File: config.mk
export PLATFORM = sky130hd
export DESIGN_NAME = ppt_target
export DESIGN_NICKNAME = d
export VERILOG_FILES = /design/src/rtl/ppt_pkg.sv /design/src/rtl/ppt_target.sv
export SDC_FILE = /design/constraint.sdc
export NUM_CORES = 1
export LEC_CHECK = 0
export BUFFER_PORTS_ARGS = -buffer_cell sky130_fd_sc_hd__buf_2
export CORE_MARGIN = 8
export CORE_UTILIZATION = 60
export DETAILED_ROUTE_END_ITERATION = 10
export GPL_TIMING_DRIVEN = 0
export PLACE_DENSITY = 0.86
export SLEW_MARGIN = 20
export SYNTH_ARGS = -nofsm -noshare
export SYNTH_HDL_FRONTEND = slang
export SYNTH_SLANG_ARGS = --single-unit
File: constraint.sdc
create_clock -name clk -period 2.81 [get_ports clk]
set_input_delay 0.843 -clock clk [delete_from_list [all_inputs] [get_ports clk]]
set_output_delay 0.843 -clock clk [all_outputs]
set_load 0.01 [all_outputs]
File: src/rtl/ppt_pkg.sv
// Constants for the PoE port I2C register target
package ppt_pkg;
    // ------------------------------------------------------------
    // Bus addressing
    // ------------------------------------------------------------
    localparam logic [6:0] ADDR_SEL_LOW = 7'h20;
    localparam logic [6:0] ADDR_SEL_HIGH = 7'h21;
    localparam logic [6:0] ADDR_BROADCAST = 7'h00;
    localparam logic [3:0] BITS_PER_BYTE = 4'h8;
    // ------------------------------------------------------------
    // Register offsets and fields
    // ------------------------------------------------------------
    localparam logic [7:0] OFS_PORT_MODE_CONFIG = 8'h00;
    localparam logic [7:0] OFS_PORT_VOLTAGE_LOW = 8'h02;
    localparam logic [7:0] OFS_PORT_VOLTAGE_HIGH = 8'h03;
    localparam int CLASS_LSB = 0;
    localparam int SPARE_BIT = 3;
    localparam int PAIR_LSB = 4;
    localparam int FRESH_BIT = 2;
    localparam logic [2:0] CLASS_RESET = 3'h7;
    localparam logic [2:0] PAIR_RESET = 3'h7;
    localparam logic SPARE_RESET = 1'b0;
    localparam int VOLT_WIDTH = 10;
    localparam int VOLT_LSB_UV = 58600; // Microvolts per count of the reading
    // ------------------------------------------------------------
    // Power class codes and their currents in mA
    // ------------------------------------------------------------
    localparam logic [2:0] CLS_LOW0 = 3'h0;
    localparam logic [2:0] CLS_LOW1 = 3'h1;
    localparam logic [2:0] CLS_LOW2 = 3'h2;
    localparam logic [2:0] CLS_LOW3 = 3'h3;
    localparam logic [2:0] CLS_HIGH1 = 3'h4;
    localparam logic [2:0] CLS_HIGH2 = 3'h5;
    localparam logic [2:0] CLS_HIGH3 = 3'h6;
    localparam logic [2:0] CLS_HIGH = 3'h7;
    localparam logic [9:0] CUT_LOW0_MA = 10'd375;
    localparam logic [9:0] LIM_LOW0_MA = 10'd425;
    localparam logic [9:0] LIM_LOW1_MA = 10'd110;
    localparam logic [9:0] LIM_LOW2_MA = 10'd195;
    localparam logic [9:0] LIM_LOW3_MA = 10'd280;
    localparam logic [9:0] LIM_HIGH1_MA = 10'd485;
    localparam logic [9:0] LIM_HIGH2_MA = 10'd607;
    localparam logic [9:0] LIM_HIGH3_MA = 10'd970;
    localparam logic [9:0] CUT_HIGH_MA = 10'd642;
    localparam logic [9:0] LIM_HIGH_MA = 10'd720;
    localparam logic [9:0] NO_CUTOFF_MA = 10'h000;
    // ------------------------------------------------------------
    // Pair-set codes
    // ------------------------------------------------------------
    localparam logic [2:0] PAIR_B_RES = 3'h0;
    localparam logic [2:0] PAIR_A_RES = 3'h2;
    localparam logic [2:0] PAIR_A_CAP = 3'h3;
    // ------------------------------------------------------------
    // Timing
    // ------------------------------------------------------------
    localparam real CLK_FREQ_HZ = 100.0e6;
    localparam real WDOG_TIME_S = 0.5;
    localparam real REFRESH_TIME_MS = 1.0;
    localparam int WDOG_CYCLES_DEF = int'($floor(WDOG_TIME_S * CLK_FREQ_HZ));
    localparam int REFRESH_CYCLES_DEF = int'($floor(REFRESH_TIME_MS * CLK_FREQ_HZ / 1000.0));
    // ------------------------------------------------------------
    // Bus engine states
    // ------------------------------------------------------------
    typedef enum logic [3:0] {
        ST_IDLE, ST_ADDR, ST_ADDR_ACK, ST_REG, ST_REG_ACK,
        ST_WDATA, ST_WDATA_ACK, ST_RDATA, ST_HOST_ACK
    } ppt_state_t;
endpackage : ppt_pkg

File: src/rtl/ppt_target.sv
// I2C target with port mode and port voltage registers
`timescale 1ns/1ps
`default_nettype none
module ppt_target import ppt_pkg::*; #(
    parameter int WDOG_CYCLES = WDOG_CYCLES_DEF,
    parameter int REFRESH_CYCLES = REFRESH_CYCLES_DEF
) (
    input wire logic clk,
    input wire logic nrst,
    input wire logic scl_in,
    input wire logic sda_in,
    output logic sda_out,
    output logic sda_oe_n,
    input wire logic addr_sel,
    input wire logic [VOLT_WIDTH-1:0] port_voltage,
    input wire logic [2:0] mode_resistor_msb,
    input wire logic mode_resistor_valid,
    output logic [2:0] power_class_select,
    output logic [2:0] pair_set_select,
    output logic cutoff_enable,
    output logic [9:0] cutoff_current_ma,
    output logic [9:0] current_limit_ma,
    output logic classify_enable,
    output logic alt_a_select,
    output logic cap_detect_enable
);
    localparam int WDW = $clog2(WDOG_CYCLES + 1);
    localparam int RFW = $clog2(REFRESH_CYCLES + 1);
    localparam logic [WDW-1:0] WDOG_LAST = WDW'(WDOG_CYCLES - 1);
    localparam logic [RFW-1:0] REFRESH_LAST = RFW'(REFRESH_CYCLES - 1);

    // ------------------------------------------------------------
    // Parameter checks
    // ------------------------------------------------------------
    if (WDOG_CYCLES < 2) begin : g_chk_wdog
        $error("WDOG_CYCLES must be at least 2");
    end
    if (REFRESH_CYCLES < 2) begin : g_chk_ref
        $error("REFRESH_CYCLES must be at least 2");
    end

    // ------------------------------------------------------------
    // Helpers
    // ------------------------------------------------------------
    // Own address or broadcast
    function automatic logic addr_match(input logic [6:0] a, input logic sel);
        return (a == (sel ? ADDR_SEL_HIGH : ADDR_SEL_LOW)) || (a == ADDR_BROADCAST);
    endfunction : addr_match

    // ------------------------------------------------------------
    // Pin synchronisers and edge detect
    // ------------------------------------------------------------
    logic scl_meta_q, scl_sync_q, scl_prev_q;
    logic sda_meta_q, sda_sync_q, sda_prev_q;
    logic sel_meta_q, sel_sync_q;
    logic scl_rise, scl_fall, bus_start, bus_stop;

    // Two synchroniser flops per pin, plus a third on SCL and SDA for edge detect; the bus is oversampled by clk, so SCL must run well below the clk rate
    always_ff @(posedge clk or negedge nrst) begin
        if (!nrst) begin
            {scl_meta_q, scl_sync_q, scl_prev_q} <= 3'h7;
            {sda_meta_q, sda_sync_q, sda_prev_q} <= 3'h7;
            {sel_meta_q, sel_sync_q} <= 2'h0;
        end else begin
            {scl_meta_q, scl_sync_q, scl_prev_q} <= {scl_in, scl_meta_q, scl_sync_q};
            {sda_meta_q, sda_sync_q, sda_prev_q} <= {sda_in, sda_meta_q, sda_sync_q};
            {sel_meta_q, sel_sync_q} <= {addr_sel, sel_meta_q};
        end
    end

    // Bus conditions
    assign scl_rise = scl_sync_q && !scl_prev_q;
    assign scl_fall = !scl_sync_q && scl_prev_q;
    assign bus_start = scl_sync_q && scl_prev_q && !sda_sync_q && sda_prev_q;
    assign bus_stop = scl_sync_q && scl_prev_q && sda_sync_q && !sda_prev_q;

    // ------------------------------------------------------------
    // Bus engine
    // ------------------------------------------------------------
    ppt_state_t state_q, state_d;
    logic [3:0] cnt_q, cnt_d;
    logic [7:0] sh_q, sh_d, tx_q, tx_d, ptr_q, ptr_d, rd_data;
    logic rw_q, rw_d, sda_low_q, sda_low_d;
    logic wr_stb, rd_stb, wd_expire;
    logic [WDW-1:0] wd_q, wd_d;
    logic [VOLT_WIDTH-1:0] volt_q, volt_d;
    logic [1:0] snap_q, snap_d;
    logic fresh_q, fresh_d;
    logic [6:0] mode_q, mode_d;

    // Read mux; unmapped offsets read zero
    always_comb begin
        case (ptr_q)
            OFS_PORT_MODE_CONFIG: rd_data = {1'b0, mode_q};
            OFS_PORT_VOLTAGE_LOW: rd_data = volt_q[7:0];
            OFS_PORT_VOLTAGE_HIGH: rd_data = {5'h00, fresh_q, snap_q};
            default: rd_data = 8'h00;
        endcase
    end

    // Byte engine; only SDA is ever driven, SCL is input only
    always_comb begin
        state_d = state_q;
        cnt_d = cnt_q;
        sh_d = sh_q;
        tx_d = tx_q;
        ptr_d = ptr_q;
        rw_d = rw_q;
        sda_low_d = sda_low_q;
        wr_stb = 1'b0;
        rd_stb = 1'b0;
        if (bus_start) begin
            state_d = ST_ADDR;
            cnt_d = 4'h0;
            sda_low_d = 1'b0;
        end else if (bus_stop || wd_expire) begin
            state_d = ST_IDLE;
            sda_low_d = 1'b0;
        end else begin
            case (state_q)
                ST_ADDR, ST_REG, ST_WDATA: begin
                    if (scl_rise) begin
                        sh_d = {sh_q[6:0], sda_sync_q};
                        cnt_d = cnt_q + 4'h1;
                    end else if (scl_fall && cnt_q == BITS_PER_BYTE) begin
                        cnt_d = 4'h0;
                        sda_low_d = 1'b1;
                        if (state_q == ST_ADDR) begin
                            if (addr_match(sh_q[7:1], sel_sync_q)) begin
                                rw_d = sh_q[0];
                                state_d = ST_ADDR_ACK;
                            end else begin
                                sda_low_d = 1'b0;
                                state_d = ST_IDLE;
                            end
                        end else if (state_q == ST_REG) begin
                            ptr_d = sh_q;
                            state_d = ST_REG_ACK;
                        end else begin
                            wr_stb = 1'b1;
                            state_d = ST_WDATA_ACK;
                        end
                    end
                end
                ST_ADDR_ACK: begin
                    if (scl_fall) begin
                        if (rw_q) begin
                            rd_stb = 1'b1;
                            tx_d = rd_data;
                            sda_low_d = !rd_data[7];
                            state_d = ST_RDATA;
                        end else begin
                            sda_low_d = 1'b0;
                            state_d = ST_REG;
                        end
                    end
                end
                ST_REG_ACK, ST_WDATA_ACK: begin
                    if (scl_fall) begin
                        sda_low_d = 1'b0;
                        if (state_q == ST_WDATA_ACK) begin
                            ptr_d = ptr_q + 8'h01;
                        end
                        state_d = ST_WDATA;
                    end
                end
                ST_RDATA: begin
                    if (scl_rise) begin
                        cnt_d = cnt_q + 4'h1;
                    end else if (scl_fall) begin
                        if (cnt_q == BITS_PER_BYTE) begin
                            cnt_d = 4'h0;
                            sda_low_d = 1'b0;
                            state_d = ST_HOST_ACK;
                        end else begin
                            tx_d = {tx_q[6:0], 1'b0};
                            sda_low_d = !tx_q[6];
                        end
                    end
                end
                ST_HOST_ACK: begin
                    if (scl_rise) begin
                        if (sda_sync_q) begin
                            state_d = ST_IDLE; // Host ended the read
                        end else begin
                            ptr_d = ptr_q + 8'h01;
                        end
                    end else if (scl_fall) begin
                        rd_stb = 1'b1;
                        tx_d = rd_data;
                        sda_low_d = !rd_data[7];
                        state_d = ST_RDATA;
                    end
                end
                default: begin
                    sda_low_d = 1'b0;
                end
            endcase
        end
    end

    // Watchdog: clears when idle, on any SCL edge, or on expiry
    always_comb begin
        wd_expire = (state_q != ST_IDLE) && (wd_q == WDOG_LAST);
        if (state_q == ST_IDLE || scl_rise || scl_fall || wd_expire) begin
            wd_d = '0;
        end else begin
            wd_d = wd_q + WDW'(1);
        end
    end

    always_ff @(posedge clk or negedge nrst) begin
        if (!nrst) begin
            state_q <= ST_IDLE;
            cnt_q <= 4'h0;
            sh_q <= 8'h00;
            tx_q <= 8'h00;
            ptr_q <= 8'h00;
            rw_q <= 1'b0;
            sda_low_q <= 1'b0;
            wd_q <= '0;
        end else begin
            state_q <= state_d;
            cnt_q <= cnt_d;
            sh_q <= sh_d;
            tx_q <= tx_d;
            ptr_q <= ptr_d;
            rw_q <= rw_d;
            sda_low_q <= sda_low_d;
            wd_q <= wd_d;
        end
    end

    // Open-drain SDA: only ever pulled low
    assign sda_out = 1'b0;
    assign sda_oe_n = !sda_low_q;

    // ------------------------------------------------------------
    // Voltage sampling and registers
    // ------------------------------------------------------------
    logic [RFW-1:0] ref_q, ref_d;
    logic tick, init_q, init_d;
    logic [9:0] cut_d, lim_d;
    logic cut_en_d, cls_en_d, alt_a_d, cap_d;

    always_comb begin
        tick = (ref_q == REFRESH_LAST);
        ref_d = tick ? '0 : ref_q + RFW'(1);
        volt_d = tick ? port_voltage : volt_q;
        snap_d = snap_q;
        fresh_d = fresh_q;
        if (rd_stb && ptr_q == OFS_PORT_VOLTAGE_LOW) begin
            snap_d = volt_q[VOLT_WIDTH-1:8];
        end
        // A new sample wins over the clearing read
        if (tick) begin
            fresh_d = 1'b1;
        end else if (rd_stb && ptr_q == OFS_PORT_VOLTAGE_HIGH) begin
            fresh_d = 1'b0;
        end
        mode_d = mode_q;
        init_d = init_q || mode_resistor_valid;
        if (wr_stb && ptr_q == OFS_PORT_MODE_CONFIG) begin
            mode_d = sh_q[6:0];
        end else if (mode_resistor_valid && !init_q) begin
            mode_d[PAIR_LSB+:3] = mode_resistor_msb;
        end
        // Class decode; zero cutoff means cutoff disabled
        cut_en_d = 1'b0;
        cut_d = NO_CUTOFF_MA;
        cls_en_d = 1'b0;
        case (mode_d[CLASS_LSB+:3])
            CLS_LOW0: begin
                cut_en_d = 1'b1;
                cut_d = CUT_LOW0_MA;
                lim_d = LIM_LOW0_MA;
            end
            CLS_LOW1: lim_d = LIM_LOW1_MA;
            CLS_LOW2: lim_d = LIM_LOW2_MA;
            CLS_LOW3: lim_d = LIM_LOW3_MA;
            CLS_HIGH1: lim_d = LIM_HIGH1_MA;
            CLS_HIGH2: lim_d = LIM_HIGH2_MA;
            CLS_HIGH3: begin
                cls_en_d = 1'b1;
                lim_d = LIM_HIGH3_MA;
            end
            default: begin
                cut_en_d = 1'b1;
                cls_en_d = 1'b1;
                cut_d = CUT_HIGH_MA;
                lim_d = LIM_HIGH_MA;
            end
        endcase
        // Pair-set decode
        alt_a_d = (mode_d[PAIR_LSB+:3] == PAIR_A_RES) || (mode_d[PAIR_LSB+:3] == PAIR_A_CAP);
        cap_d = (mode_d[PAIR_LSB+:3] != PAIR_B_RES) && (mode_d[PAIR_LSB+:3] != PAIR_A_RES);
    end

    always_ff @(posedge clk or negedge nrst) begin
        if (!nrst) begin
            ref_q <= '0;
            volt_q <= '0;
            snap_q <= 2'h0;
            fresh_q <= 1'b0;
            init_q <= 1'b0;
            mode_q <= {PAIR_RESET, SPARE_RESET, CLASS_RESET};
            cutoff_enable <= 1'b1;
            cutoff_current_ma <= CUT_HIGH_MA;
            current_limit_ma <= LIM_HIGH_MA;
            classify_enable <= 1'b1;
            alt_a_select <= 1'b0;
            cap_detect_enable <= 1'b1;
        end else begin
            ref_q <= ref_d;
            volt_q <= volt_d;
            snap_q <= snap_d;
            fresh_q <= fresh_d;
            init_q <= init_d;
            mode_q <= mode_d;
            cutoff_enable <= cut_en_d;
            cutoff_current_ma <= cut_d;
            current_limit_ma <= lim_d;
            classify_enable <= cls_en_d;
            alt_a_select <= alt_a_d;
            cap_detect_enable <= cap_d;
        end
    end

    assign power_class_select = mode_q[CLASS_LSB+:3];
    assign pair_set_select = mode_q[PAIR_LSB+:3];

    // ------------------------------------------------------------
    // Assertions
    // ------------------------------------------------------------
    AST_ADDR_ACK: assert property (@(posedge clk) disable iff (!nrst)
        (state_q == ST_ADDR && scl_fall && cnt_q == BITS_PER_BYTE && !bus_start && !bus_stop && !wd_expire
         && addr_match(sh_q[7:1], sel_sync_q)) |=> (state_q == ST_ADDR_ACK && !sda_oe_n))
        else $error("matching address not acknowledged");
    AST_ADDR_NACK: assert property (@(posedge clk) disable iff (!nrst)
        (state_q == ST_ADDR && scl_fall && cnt_q == BITS_PER_BYTE && !bus_start
         && !addr_match(sh_q[7:1], sel_sync_q)) |=> (state_q == ST_IDLE && sda_oe_n))
        else $error("foreign address acknowledged");
    AST_WDOG: assert property (@(posedge clk) disable iff (!nrst)
        (wd_expire && !bus_start) |=> (state_q == ST_IDLE && sda_oe_n && wd_q == '0))
        else $error("watchdog did not return engine to idle");
    AST_IDLE_RELEASE: assert property (@(posedge clk) disable iff (!nrst)
        (state_q == ST_IDLE || state_q == ST_ADDR) |-> sda_oe_n)
        else $error("SDA driven outside a transfer");
    AST_MODE_WRITE: assert property (@(posedge clk) disable iff (!nrst)
        (wr_stb && ptr_q == OFS_PORT_MODE_CONFIG) |=> (mode_q == $past(sh_q[6:0])))
        else $error("mode write not stored");
    AST_FRESH_CLR: assert property (@(posedge clk) disable iff (!nrst)
        (rd_stb && ptr_q == OFS_PORT_VOLTAGE_HIGH && !tick) |=> !fresh_q)
        else $error("fresh flag not cleared by read");
    AST_REFRESH: assert property (@(posedge clk) disable iff (!nrst)
        tick |=> (fresh_q && volt_q == $past(port_voltage)) ##1 (ref_q == RFW'(1)))
        else $error("voltage sample not taken");
    AST_SNAP: assert property (@(posedge clk) disable iff (!nrst)
        (rd_stb && ptr_q == OFS_PORT_VOLTAGE_LOW) |=> (snap_q == $past(volt_q[9:8])))
        else $error("high bits not captured at low read");
    AST_CLASS_HIGH: assert property (@(posedge clk) disable iff (!nrst)
        (mode_q[CLASS_LSB+:3] == CLS_HIGH) |-> (current_limit_ma == LIM_HIGH_MA && cutoff_enable))
        else $error("class 7 limit wrong");
endmodule : ppt_target
`default_nettype wire

Yosys cells after proc, flatten, opt, wreduce, memory -nomap -nowiden

Cells that the tools add are included.

Register bits: 129

Reductions and logical operators: 51
Equality and inequality tests: 53
Bitwise logic cells: 3
Muxes and demuxes: 84
Add/sub/neg operators: 4

Operator list:

| operator                                                              | number |
|---|---|
| 4-bit two-way mux                                                     | 20 |
| 10-bit one-hot mux with 7 select lines                                | 1 |
| 8-bit two-way mux                                                     | 8 |
| 7-bit two-way mux                                                     | 7 |
| 4-bit inequality test, second input constant                          | 12 |
| 8-bit one-hot mux with 3 select lines                                 | 2 |
| 1-bit two-way mux                                                     | 32 |
| 2-bit inequality test, second input constant                          | 16 |
| 26-bit by 1-bit adder with 26-bit output, second input constant       | 1 |
| 26-bit equality test, second input constant                           | 1 |
| 26-bit two-way mux                                                    | 1 |
| 7-bit one-hot mux with 3 select lines                                 | 1 |
| 10-bit one-hot mux with 2 select lines                                | 1 |
| 4-bit one-hot mux with 5 select lines                                 | 1 |
| 10-bit AND reduction                                                  | 2 |
| 17-bit by 1-bit adder with 17-bit output, second input constant       | 1 |
| 17-bit equality test, second input constant                           | 1 |
| 17-bit two-way mux                                                    | 1 |
| 4-bit by 3-bit equality test with 1-bit output, second input constant | 4 |
| 8-bit by 2-bit equality test with 1-bit output, second input constant | 2 |
| 1-bit logical AND                                                     | 14 |
| 3-bit by 2-bit equality test with 1-bit output, second input constant | 4 |
| 3-bit two-way mux                                                     | 4 |
| 3-bit nonzero test                                                    | 4 |
| other kinds (32)                                                      | 54 |

Depth between registers and ports, before layout

Gate-level depths: netlist of run 1.

Depth in word-level cells: 13
Depth in mapped cells: 10
Mapped depth without buffers: 7

Least setup slack after synthesis of run 1

No wires, ideal clock.

Kind: flip-flop to flip-flop
Start: reg scl_prev_q
End: reg current_limit_ma[3]
Cell stages (with the launch flop): 11
Buffers on the path: 3
Required time: 2.685 ns
Period minus slack after synthesis: 2.349 ns
Setup slack: 0.461 ns
Arrival: 2.224 ns
Library setup time: 0.125 ns
Cell sequence: dfstp_2 -> inv_1 -> ha_1 -> clkbuf_1 -> nand2b_1 -> nor2_1 -> nand3_1 -> or4_1 -> buf_6 -> buf_12 -> mux2_4

Cells in the longest elaborated chain, start to end: 11
Elaborated cells between the ends (all ways): 25
Classes of those cells: eq/ne (6); mux (7); reduce/logical (12)

RTL lines:

| what                                        | line              | text |
|---|---|---|
| from (decl)                                 | ppt_target.sv:53  | `logic scl_meta_q, scl_sync_q, scl_prev_q;` |
| from (signal assigned)                      | ppt_target.sv:65  | `{scl_meta_q, scl_sync_q, scl_prev_q} <= {scl_in, scl_meta_q, scl_sync_q};` |
| 1-bit logical AND                           | ppt_target.sv:73  | `assign scl_fall = !scl_sync_q && scl_prev_q;` |
| 1-bit logical AND                           | ppt_target.sv:125 | `end else if (scl_fall && cnt_q == BITS_PER_BYTE) begin` |
| 1-bit two-way mux                           | ppt_target.sv:125 |  |
| 1-bit two-way mux                           | ppt_target.sv:122 | `if (scl_rise) begin` |
| 1-bit two-way mux                           | ppt_target.sv:120 | `case (state_q)` |
| 1-bit two-way mux                           | ppt_target.sv:116 | `end else if (bus_stop \|\| wd_expire) begin` |
| 1-bit two-way mux *                         | ppt_target.sv:112 | `if (bus_start) begin` |
| 1-bit logical AND *                         | ppt_target.sv:263 | `if (wr_stb && ptr_q == OFS_PORT_MODE_CONFIG) begin` |
| 3-bit two-way mux *                         | ppt_target.sv:263 |  |
| 3-bit equality test (tied with other cells) | ppt_target.sv:272 | `case (mode_d[CLASS_LSB+:3])` |
| 10-bit one-hot mux with 7 select lines *    | ppt_target.sv:272 |  |
| net lim_d[3]                                | ppt_target.sv:243 | `logic [9:0] cut_d, lim_d;` |
| to (signal assigned)                        | ppt_target.sv:322 | `current_limit_ma <= lim_d;` |
| to (decl)                                   | ppt_target.sv:22  | `output logic [9:0] current_limit_ma,` |

The timed path passes the listed nets; every way through them passes the cells marked *.
A chain may end at the register's enable or synchronous reset.

Worst setup path in the final report of run 1

Start: reg state_q[3]
End: reg tx_q[5]

Cells in the longest elaborated chain, start to end: 5
Elaborated cells between the ends (all ways): 17
Classes of those cells: eq/ne (10); mux (1); bitwise (1); reduce/logical (5)

RTL lines:

| what                                                                         | line              | text |
|---|---|---|
| from (decl)                                                                  | ppt_target.sv:80  | `ppt_state_t state_q, state_d;` |
| from (signal assigned)                                                       | ppt_target.sv:223 | `state_q <= state_d;` |
| parallel branches: the longest is 5 deep, another holds 10-bit AND reduction | --                |  |
| to (signal assigned)                                                         | ppt_target.sv:226 | `tx_q <= tx_d;` |
| to (decl)                                                                    | ppt_target.sv:82  | `logic [7:0] sh_q, sh_d, tx_q, tx_d, ptr_q, ptr_d, rd_data;` |

Several ways; the timed one is not identified.

==> qor.csv, run 1 <==
stage;metric;value;unit
outcome;status;complete, no violations;
setup_path;CP required;3.22;ns
yosys;post-synthesis cell count;639;
clock_network;CTS root buffer;clkbuf_8;
die;DIE WIDTH;120;um
setup_path;worst-case reg-to-reg path depth;6;
setup_path;r2r endpoint;tx_q[5];
setup_path;CP peak stage delay;0.78;ns
sta;Max Clock Freq;0.374;GHz
placement;Placer Congestion;0.916;
die;IO Pins;51;
die;Core Area;10700;um2
die;site row count;38;
finish;area of the multi-input gates;3130;um2
die;Die Span Y;120;um
detailed_routing;initial DRC count;464;
clock_network;CTS max path bufs;2;
sta;Least-Margin Pin Slew;0.991;ns
power_and_ir_drop;Sw Pwr;1970;uW
setup_path;worst path bufs/invs;1;
power_and_ir_drop;clock share of power;35.9;%
power_and_ir_drop;Seq pwr share;36.4;%
setup_path;Setup CP Type;flip-flop to flip-flop;
sta;min Tclk post-route;2.67;ns
detailed_routing;# DRC;0;
clock_network;setup repair bufs after CTS;0;
yosys;Synth top area share;38.7;%
finish;Layout fillers;733;
setup_path;Data arrival, critical path;3.09;ns
setup_path;register-to-register setup slack;0.14;ns
yosys;mapped cell area;6520;um2
detailed_routing;via count;5106;
power_and_ir_drop;P_int;3950;uW
yosys;cell taking the most area after synthesis;dfrtp_1;
detailed_routing;Antenna Nets Post-Route;0;
finish;nets@finish;737;
setup_path;critical path's top delay family;simple AND/OR/NAND/NOR gates;
clock_network;Max H-tree Level;4;
finish;share of layout cells above drive strength 1;22.1;%
setup_path;nature of the critical path endpoint;flip-flop;
setup_path;CP max-delay cell;nor3_1;
sta;Final Max Slew Viols;0;
yosys;Yosys cell types;71;
finish;Layout area overhead;15.8;%
clock_network;clock edge transition at the registers on the reported setup and hold paths;0.06;ns
global_routing;Overall Global Routing Usage;21.8;%
yosys;largest cells by area after synthesis;dfrtp_1, dfstp_2, mux2_2;
placement;hpwl dp;10400;um
global_routing;global route overflow;0;
yosys;count leader, synth;dfrtp_1;
finish;n_diodes;0;
power_and_ir_drop;Gate power share;27.7;%
die;Starting Density;60.7;%
clock_network;Inserted Clock Buffers;17;
yosys;synth cell count leaders;dfrtp_1, nor2_1, nand2_1;
sta;clk_skew;0.0114;ns
sta;Setup TNS;0;ns
yosys;FF+latch count, synth;122;
clock_network;total clock sinks;122;
yosys;syn_area_per_cell;10.2;um2
power_and_ir_drop;Static Leakage;0.00342;uW
yosys;Ys Warns;0;
yosys;Async SR Flop Fraction;100;%
clock_network;clk_lat worst skew;0.54;ns
detailed_routing;vias per inst;5.94;
clock_network;CTS tree;yes;
yosys;register area share after synthesis;47.2;%
global_routing;first-pass GRT wire length;25600;um
detailed_routing;routed len/inst;17.6;um
setup_path;R2R Path Start;state_q[3];
sta;Final Hold Fails;0;
placement;PortBufs;48;
die;Die ar.;14500;um2
global_routing;initial antenna violation count;0;
finish;area taken by flip-flops and latches;3080;um2
sta;final setup fails;0;
setup_path;crit-path cells;clkbuf_1, nand2b_1, nor3_1, nand2_1, o2111ai_1, mux2_2;
global_routing;vias in the first global route;5178;
power_and_ir_drop;worst vdd ir;0.641;mV
detailed_routing;final wirelength;15100;um
finish;Layout Utilization;70.3;%
hold_path;HP Class;primary input to asynchronous set/reset pin;
yosys;number of synthesized flops with an enable pin;0;
detailed_routing;drt pass-1 iters;5;
power_and_ir_drop;Sw Share;33.3;%
sta;Worst slew margin;33.4;%
setup_path;startpoint types;flip-flop;
power_and_ir_drop;pwr dens;784;nW/um2
run;Max-cap violations;0;
global_routing;largest net degree at the start of global routing;66;
setup_path;Crit Path Max Fanout;10;
sta;period utilization;95.1;%
yosys;top_reg_cell synth;dfrtp_1;
sta;RSZ-0062 raised after global routing;no;
placed cells by master (no fill, tap or decap), types with 6 or more instances in the layout:
master,Yosys,layout
dfrtp_1,101,101
nand2b_1,7,6
clkbuf_1,24,27
nor3_1,17,17
mux2_4,7,7
a221oi_1,6,6
xor2_1,18,18
and3_1,17,17
nand4_1,17,17
buf_4,16,16
nand3_1,25,25
and4_1,6,6
buf_2,1,48
a31oi_1,7,7
dfstp_2,21,21
nor2b_1,10,10
inv_1,18,18
o31ai_1,7,7
mux2i_1,17,17
o21ai_0,16,16
nand2_1,34,34
nor2_1,70,70
xnor2_1,27,27
mux2_2,29,29
ha_1,11,11
nor4_1,8,8
a21oi_1,18,18
clkbuf_16,0,16
mux2_1,6,6
timing repair:
| action | 4_1_cts | 5_1_grt |
|---|---|---|
| gates resized for setup | 0 | 1 |
| endpoints found under the setup margin | 0 | 2 |
| hold buffers | 0 | 0 |
state kept, by name, summed over array words and instances (netlist names), 2 cells and up:
register	flops
wd_q	26
ref_q	17
current_limit_ma	10
volt_q	10
ptr_q	8
sh_q	8
mode_q	7
tx_q	7
cnt_q	4
state_q	4
cutoff_current_ma	3
snap_q	2
worst reg2reg max path: cells and delay by family, from the launching register on:
family,cells,cell delay [ns]
flip-flops,1,0.39
AO/OA/AOI/OAI,1,0.40
multiplexers,1,0.42
buffers and inverters,1,0.20
AND/OR/NAND/NOR,3,1.15
routing by layer:
layer | global-route usage, % | wire length (um) | vias to the layer above
met5 | 0 | 0 | -
met3 | 6.67 | 990 | 26
li1 | - | - | 2410
met2 | 37.4 | 7570 | 172
met4 | 7.49 | 260 | 0
met1 | 25.5 | 6280 | 2498
final cells by class:
type / count / share of cell area, %
Tap cell: 140 / 2.32
Buffer: 44 / 3.31
Inverter: 19 / 0.944
Timing Repair Buffer: 49 / 3.63
Clock inverter: 7 / 1.21
Multi-Input combinational cell: 454 / 41.4
Clock buffer: 25 / 6.41
Sequential cell: 122 / 40.8
power groups by stage:
| stage | registers (uW) | clock network, uW | logic [uW] |
|---|---|---|---|
| 2_1_floorplan | 2120 | 0 | 1220 |
| 3_5_place_dp | 2180 | 0 | 1610 |
| 3_3_place_gp | 2160 | 0 | 1550 |
| 4_1_cts | 2150 | 2150 | 1620 |
| 5_1_grt | 2180 | 2230 | 1820 |
| 6_report | 2160 | 2130 | 1640 |
stage by stage:
stage / power, uW / hold WS [ns] / std cells / worst slack [ns] / cell area [um2]
after floorplan: 3340 / 0.331 / 640 / 0.461 / 6530
after global placement: 3710 / 0.338 / 828 / -0.505 / 6940
after detailed placement: 3790 / 0.336 / 829 / 0.125 / 6980
after CTS: 5930 / 0.275 / 861 / 0.0987 / 7550
after global routing: 6230 / 0.307 / 860 / 0.0261 / 7550
final: 5930 / 0.267 / 860 / 0.137 / 7550
worst max path at each step:
stage,start,end,slack (ns),cells past startpoint
after floorplan,scl_prev_q,current_limit_ma[3],0.46,10
after global placement,nrst,state_q[0],-0.51,1
after CTS,scl_prev_q,cutoff_current_ma[8],0.1,9
after detailed placement,scl_prev_q,current_limit_ma[3],0.12,9
final,state_q[3],tx_q[5],0.14,6
after global routing,state_q[1],tx_q[6],0.03,6
cell families (layout without fill, tap and decap cells):
| family | Yosys count | in the layout | synth area share (%) |
|---|---|---|---|
| and+or+nand+nor | 239 | 239 | 19.1 |
| adders and majority gates | 11 | 11 | 2.11 |
| DFF | 122 | 122 | 47.2 |
| buffers and inverters | 64 | 144 | 4.99 |
| AOI/OAI and AO/OA | 98 | 98 | 10.2 |
| xor gates and xnor gates | 45 | 45 | 6.04 |
| other | 1 | 2 | 0.0575 |
| muxes | 59 | 59 | 10.3 |
(Power assumes the default switching activity.)
==> run 2, diff against run 1 <==
Settings changed: CORE_UTILIZATION 60 to 55, PLACE_DENSITY 0.86 to 0.83.
Clock period 2.81 ns to 2.45 ns, I/O delays scaled along.
==> qor.csv, run 2 (synthesis gave the netlist of run 1 again) <==
stage;metric;value;unit
detailed_routing;routed len/inst;17.0;um
setup_path;Crit Path Max Fanout;10;
outcome;status;complete, no violations;
die;Starting Density;56.6;%
detailed_routing;# DRC;0;
detailed_routing;drt pass-1 iters;5;
placement;post-placement worst setup slack;-0.223;ns
sta;final setup fails;0;
placement;Placer Congestion;0.893;
sta;period utilization;97.3;%
clock_network;total clock sinks;122;
power_and_ir_drop;Static Leakage;0.00343;uW
finish;n_diodes;0;
finish;Layout area overhead;16.6;%
finish;Layout Utilization;66.0;%
global_routing;largest net degree at the start of global routing;69;
finish;commonest non-fill, non-tap cell in the layout;dfrtp_1;
sta;Worst slew margin;50.1;%
global_routing;vias in the first global route;5136;
detailed_routing;final wirelength;14700;um
clock_network;clock edge transition at the registers on the reported setup and hold paths;0.06;ns
detailed_routing;initial DRC count;430;
sta;Least-Margin Pin Slew;0.737;ns
finish;Reg with most FFs;wd_q;
finish;Layout fillers;914;
setup_path;r2r endpoint;cutoff_current_ma[8];
clock_network;CTS max path bufs;2;
global_routing;global route overflow;0;
detailed_routing;vias per inst;5.94;
setup_path;worst-case reg-to-reg path depth;8;
die;Core Area;11500;um2
hold_path;HP Class;primary input to asynchronous set/reset pin;
setup_path;register-to-register setup slack;0.07;ns
power_and_ir_drop;worst vdd ir;0.493;mV
setup_path;Setup CP Type;flip-flop to flip-flop;
placement;PortBufs;48;
detailed_routing;via count;5129;
die;IO Pins;51;
clock_network;Max H-tree Level;4;
setup_path;startpoint types;flip-flop;
die;DIE WIDTH;125;um
sta;setup slack after layout;0.0664;ns
setup_path;nature of the critical path endpoint;flip-flop;
die;Die ar.;15600;um2
detailed_routing;Antenna Nets Post-Route;0;
die;site row count;39;
clock_network;clk_lat worst skew;0.42;ns
sta;min Tclk post-route;2.38;ns
global_routing;Overall Global Routing Usage;19.4;%
setup_path;R2R Path Start;ptr_q[2];
sta;Max Clock Freq;0.420;GHz
global_routing;first-pass GRT wire length;24900;um
finish;share of layout cells above drive strength 1;25.4;%
sta;Final Max Slew Viols;0;
sta;Final Hold Fails;0;
power_and_ir_drop;pwr dens;887;nW/um2
finish;Largest regs;wd_q (26), ref_q (17);
global_routing;initial antenna violation count;0;
finish;nets@finish;737;
sta;clk_skew;0.00796;ns
clock_network;Post-CTS Hold Buffers;0;
clock_network;CTS root buffer;clkbuf_16;
setup_path;Data arrival, critical path;2.69;ns
die;Die Span Y;125;um
finish;max reg flops;26;
clock_network;CTS tree;yes;
run;Max-cap violations;0;
finish;most frequent cells in the layout;dfrtp_1, nor2_1, buf_2, nand2_1, mux2_2;
placement;hpwl dp;10500;um
clock_network;Inserted Clock Buffers;17;
setup_path;CP required;2.75;ns
power_and_ir_drop;Design Power;6740;uW
==> run 2: layer usage <==
metal | up-vias | share of wire, % | global-route usage [%]
li1 | 2411 | - | -
met1 | 2544 | 43 | 23.3
met2 | 157 | 50 | 32.6
met3 | 17 | 5.6 | 6.08
met4 | 0 | 1.3 | 6.30
met5 | - | 0 | 0
==> run 2: final cells by class <==
type,count,area (um2),area share (%)
inverter,19,71.3,0.938
multi-input combinational,454,3190,41.9
tap,143,179,2.35
buffer,42,253,3.32
sequential,122,3080,40.5
clock inverter,13,104,1.37
clock buffer,19,443,5.82
timing repair buffer,51,289,3.80
==> run 2: critical path: stages (launching register included) <==
cell,delay (ns)
dfrtp_1,0.47
nor4_4,0.30
and3_1,0.19
buf_4,0.16
nand3_1,0.09
or4_4,0.45
buf_6,0.16
buf_12,0.15
mux2_4,0.30
==> run 2: how the worst max path moves through the flow <==
stage,start,endpoint
6_report,ptr_q[2],cutoff_current_ma[8]
5_1_grt,ptr_q[2],cutoff_current_ma[8]
4_1_cts,wd_q[0],sh_q[7]
3_5_place_dp,scl_prev_q,cutoff_current_ma[8]
3_3_place_gp,nrst,ref_q[9]
2_1_floorplan,scl_prev_q,current_limit_ma[3]
==> run 2: report_power, final <==
group / switching [uW] / leakage, uW / total [uW] / internal [uW]
Sequential: 271 / 0.00155 / 2520 / 2250
Clock: 895 / 0.000264 / 2300 / 1400
Combinational: 1150 / 0.00162 / 1920 / 773
==> run 2: per-stage QoR <==
stage	cell area, um2	TNS (ns)	hold slack, ns	instances
2_1_floorplan	6530	0	0.331	640
3_3_place_gp	6950	-83.57	0.342	831
3_5_place_dp	6980	-4.01	0.343	832
4_1_cts	7560	0	0.290	861
5_1_grt	7610	-0.00247	0.306	863
6_report	7610	0	0.273	863
==> run 2: repair_timing <==
| action | 4_1_cts | 5_1_grt |
|---|---|---|
| pin swaps | 0 | 2 |
| gates resized for setup | 8 | 23 |
| endpoints found under the setup margin | 38 | 56 |
| buffers inserted | 0 | 2 |
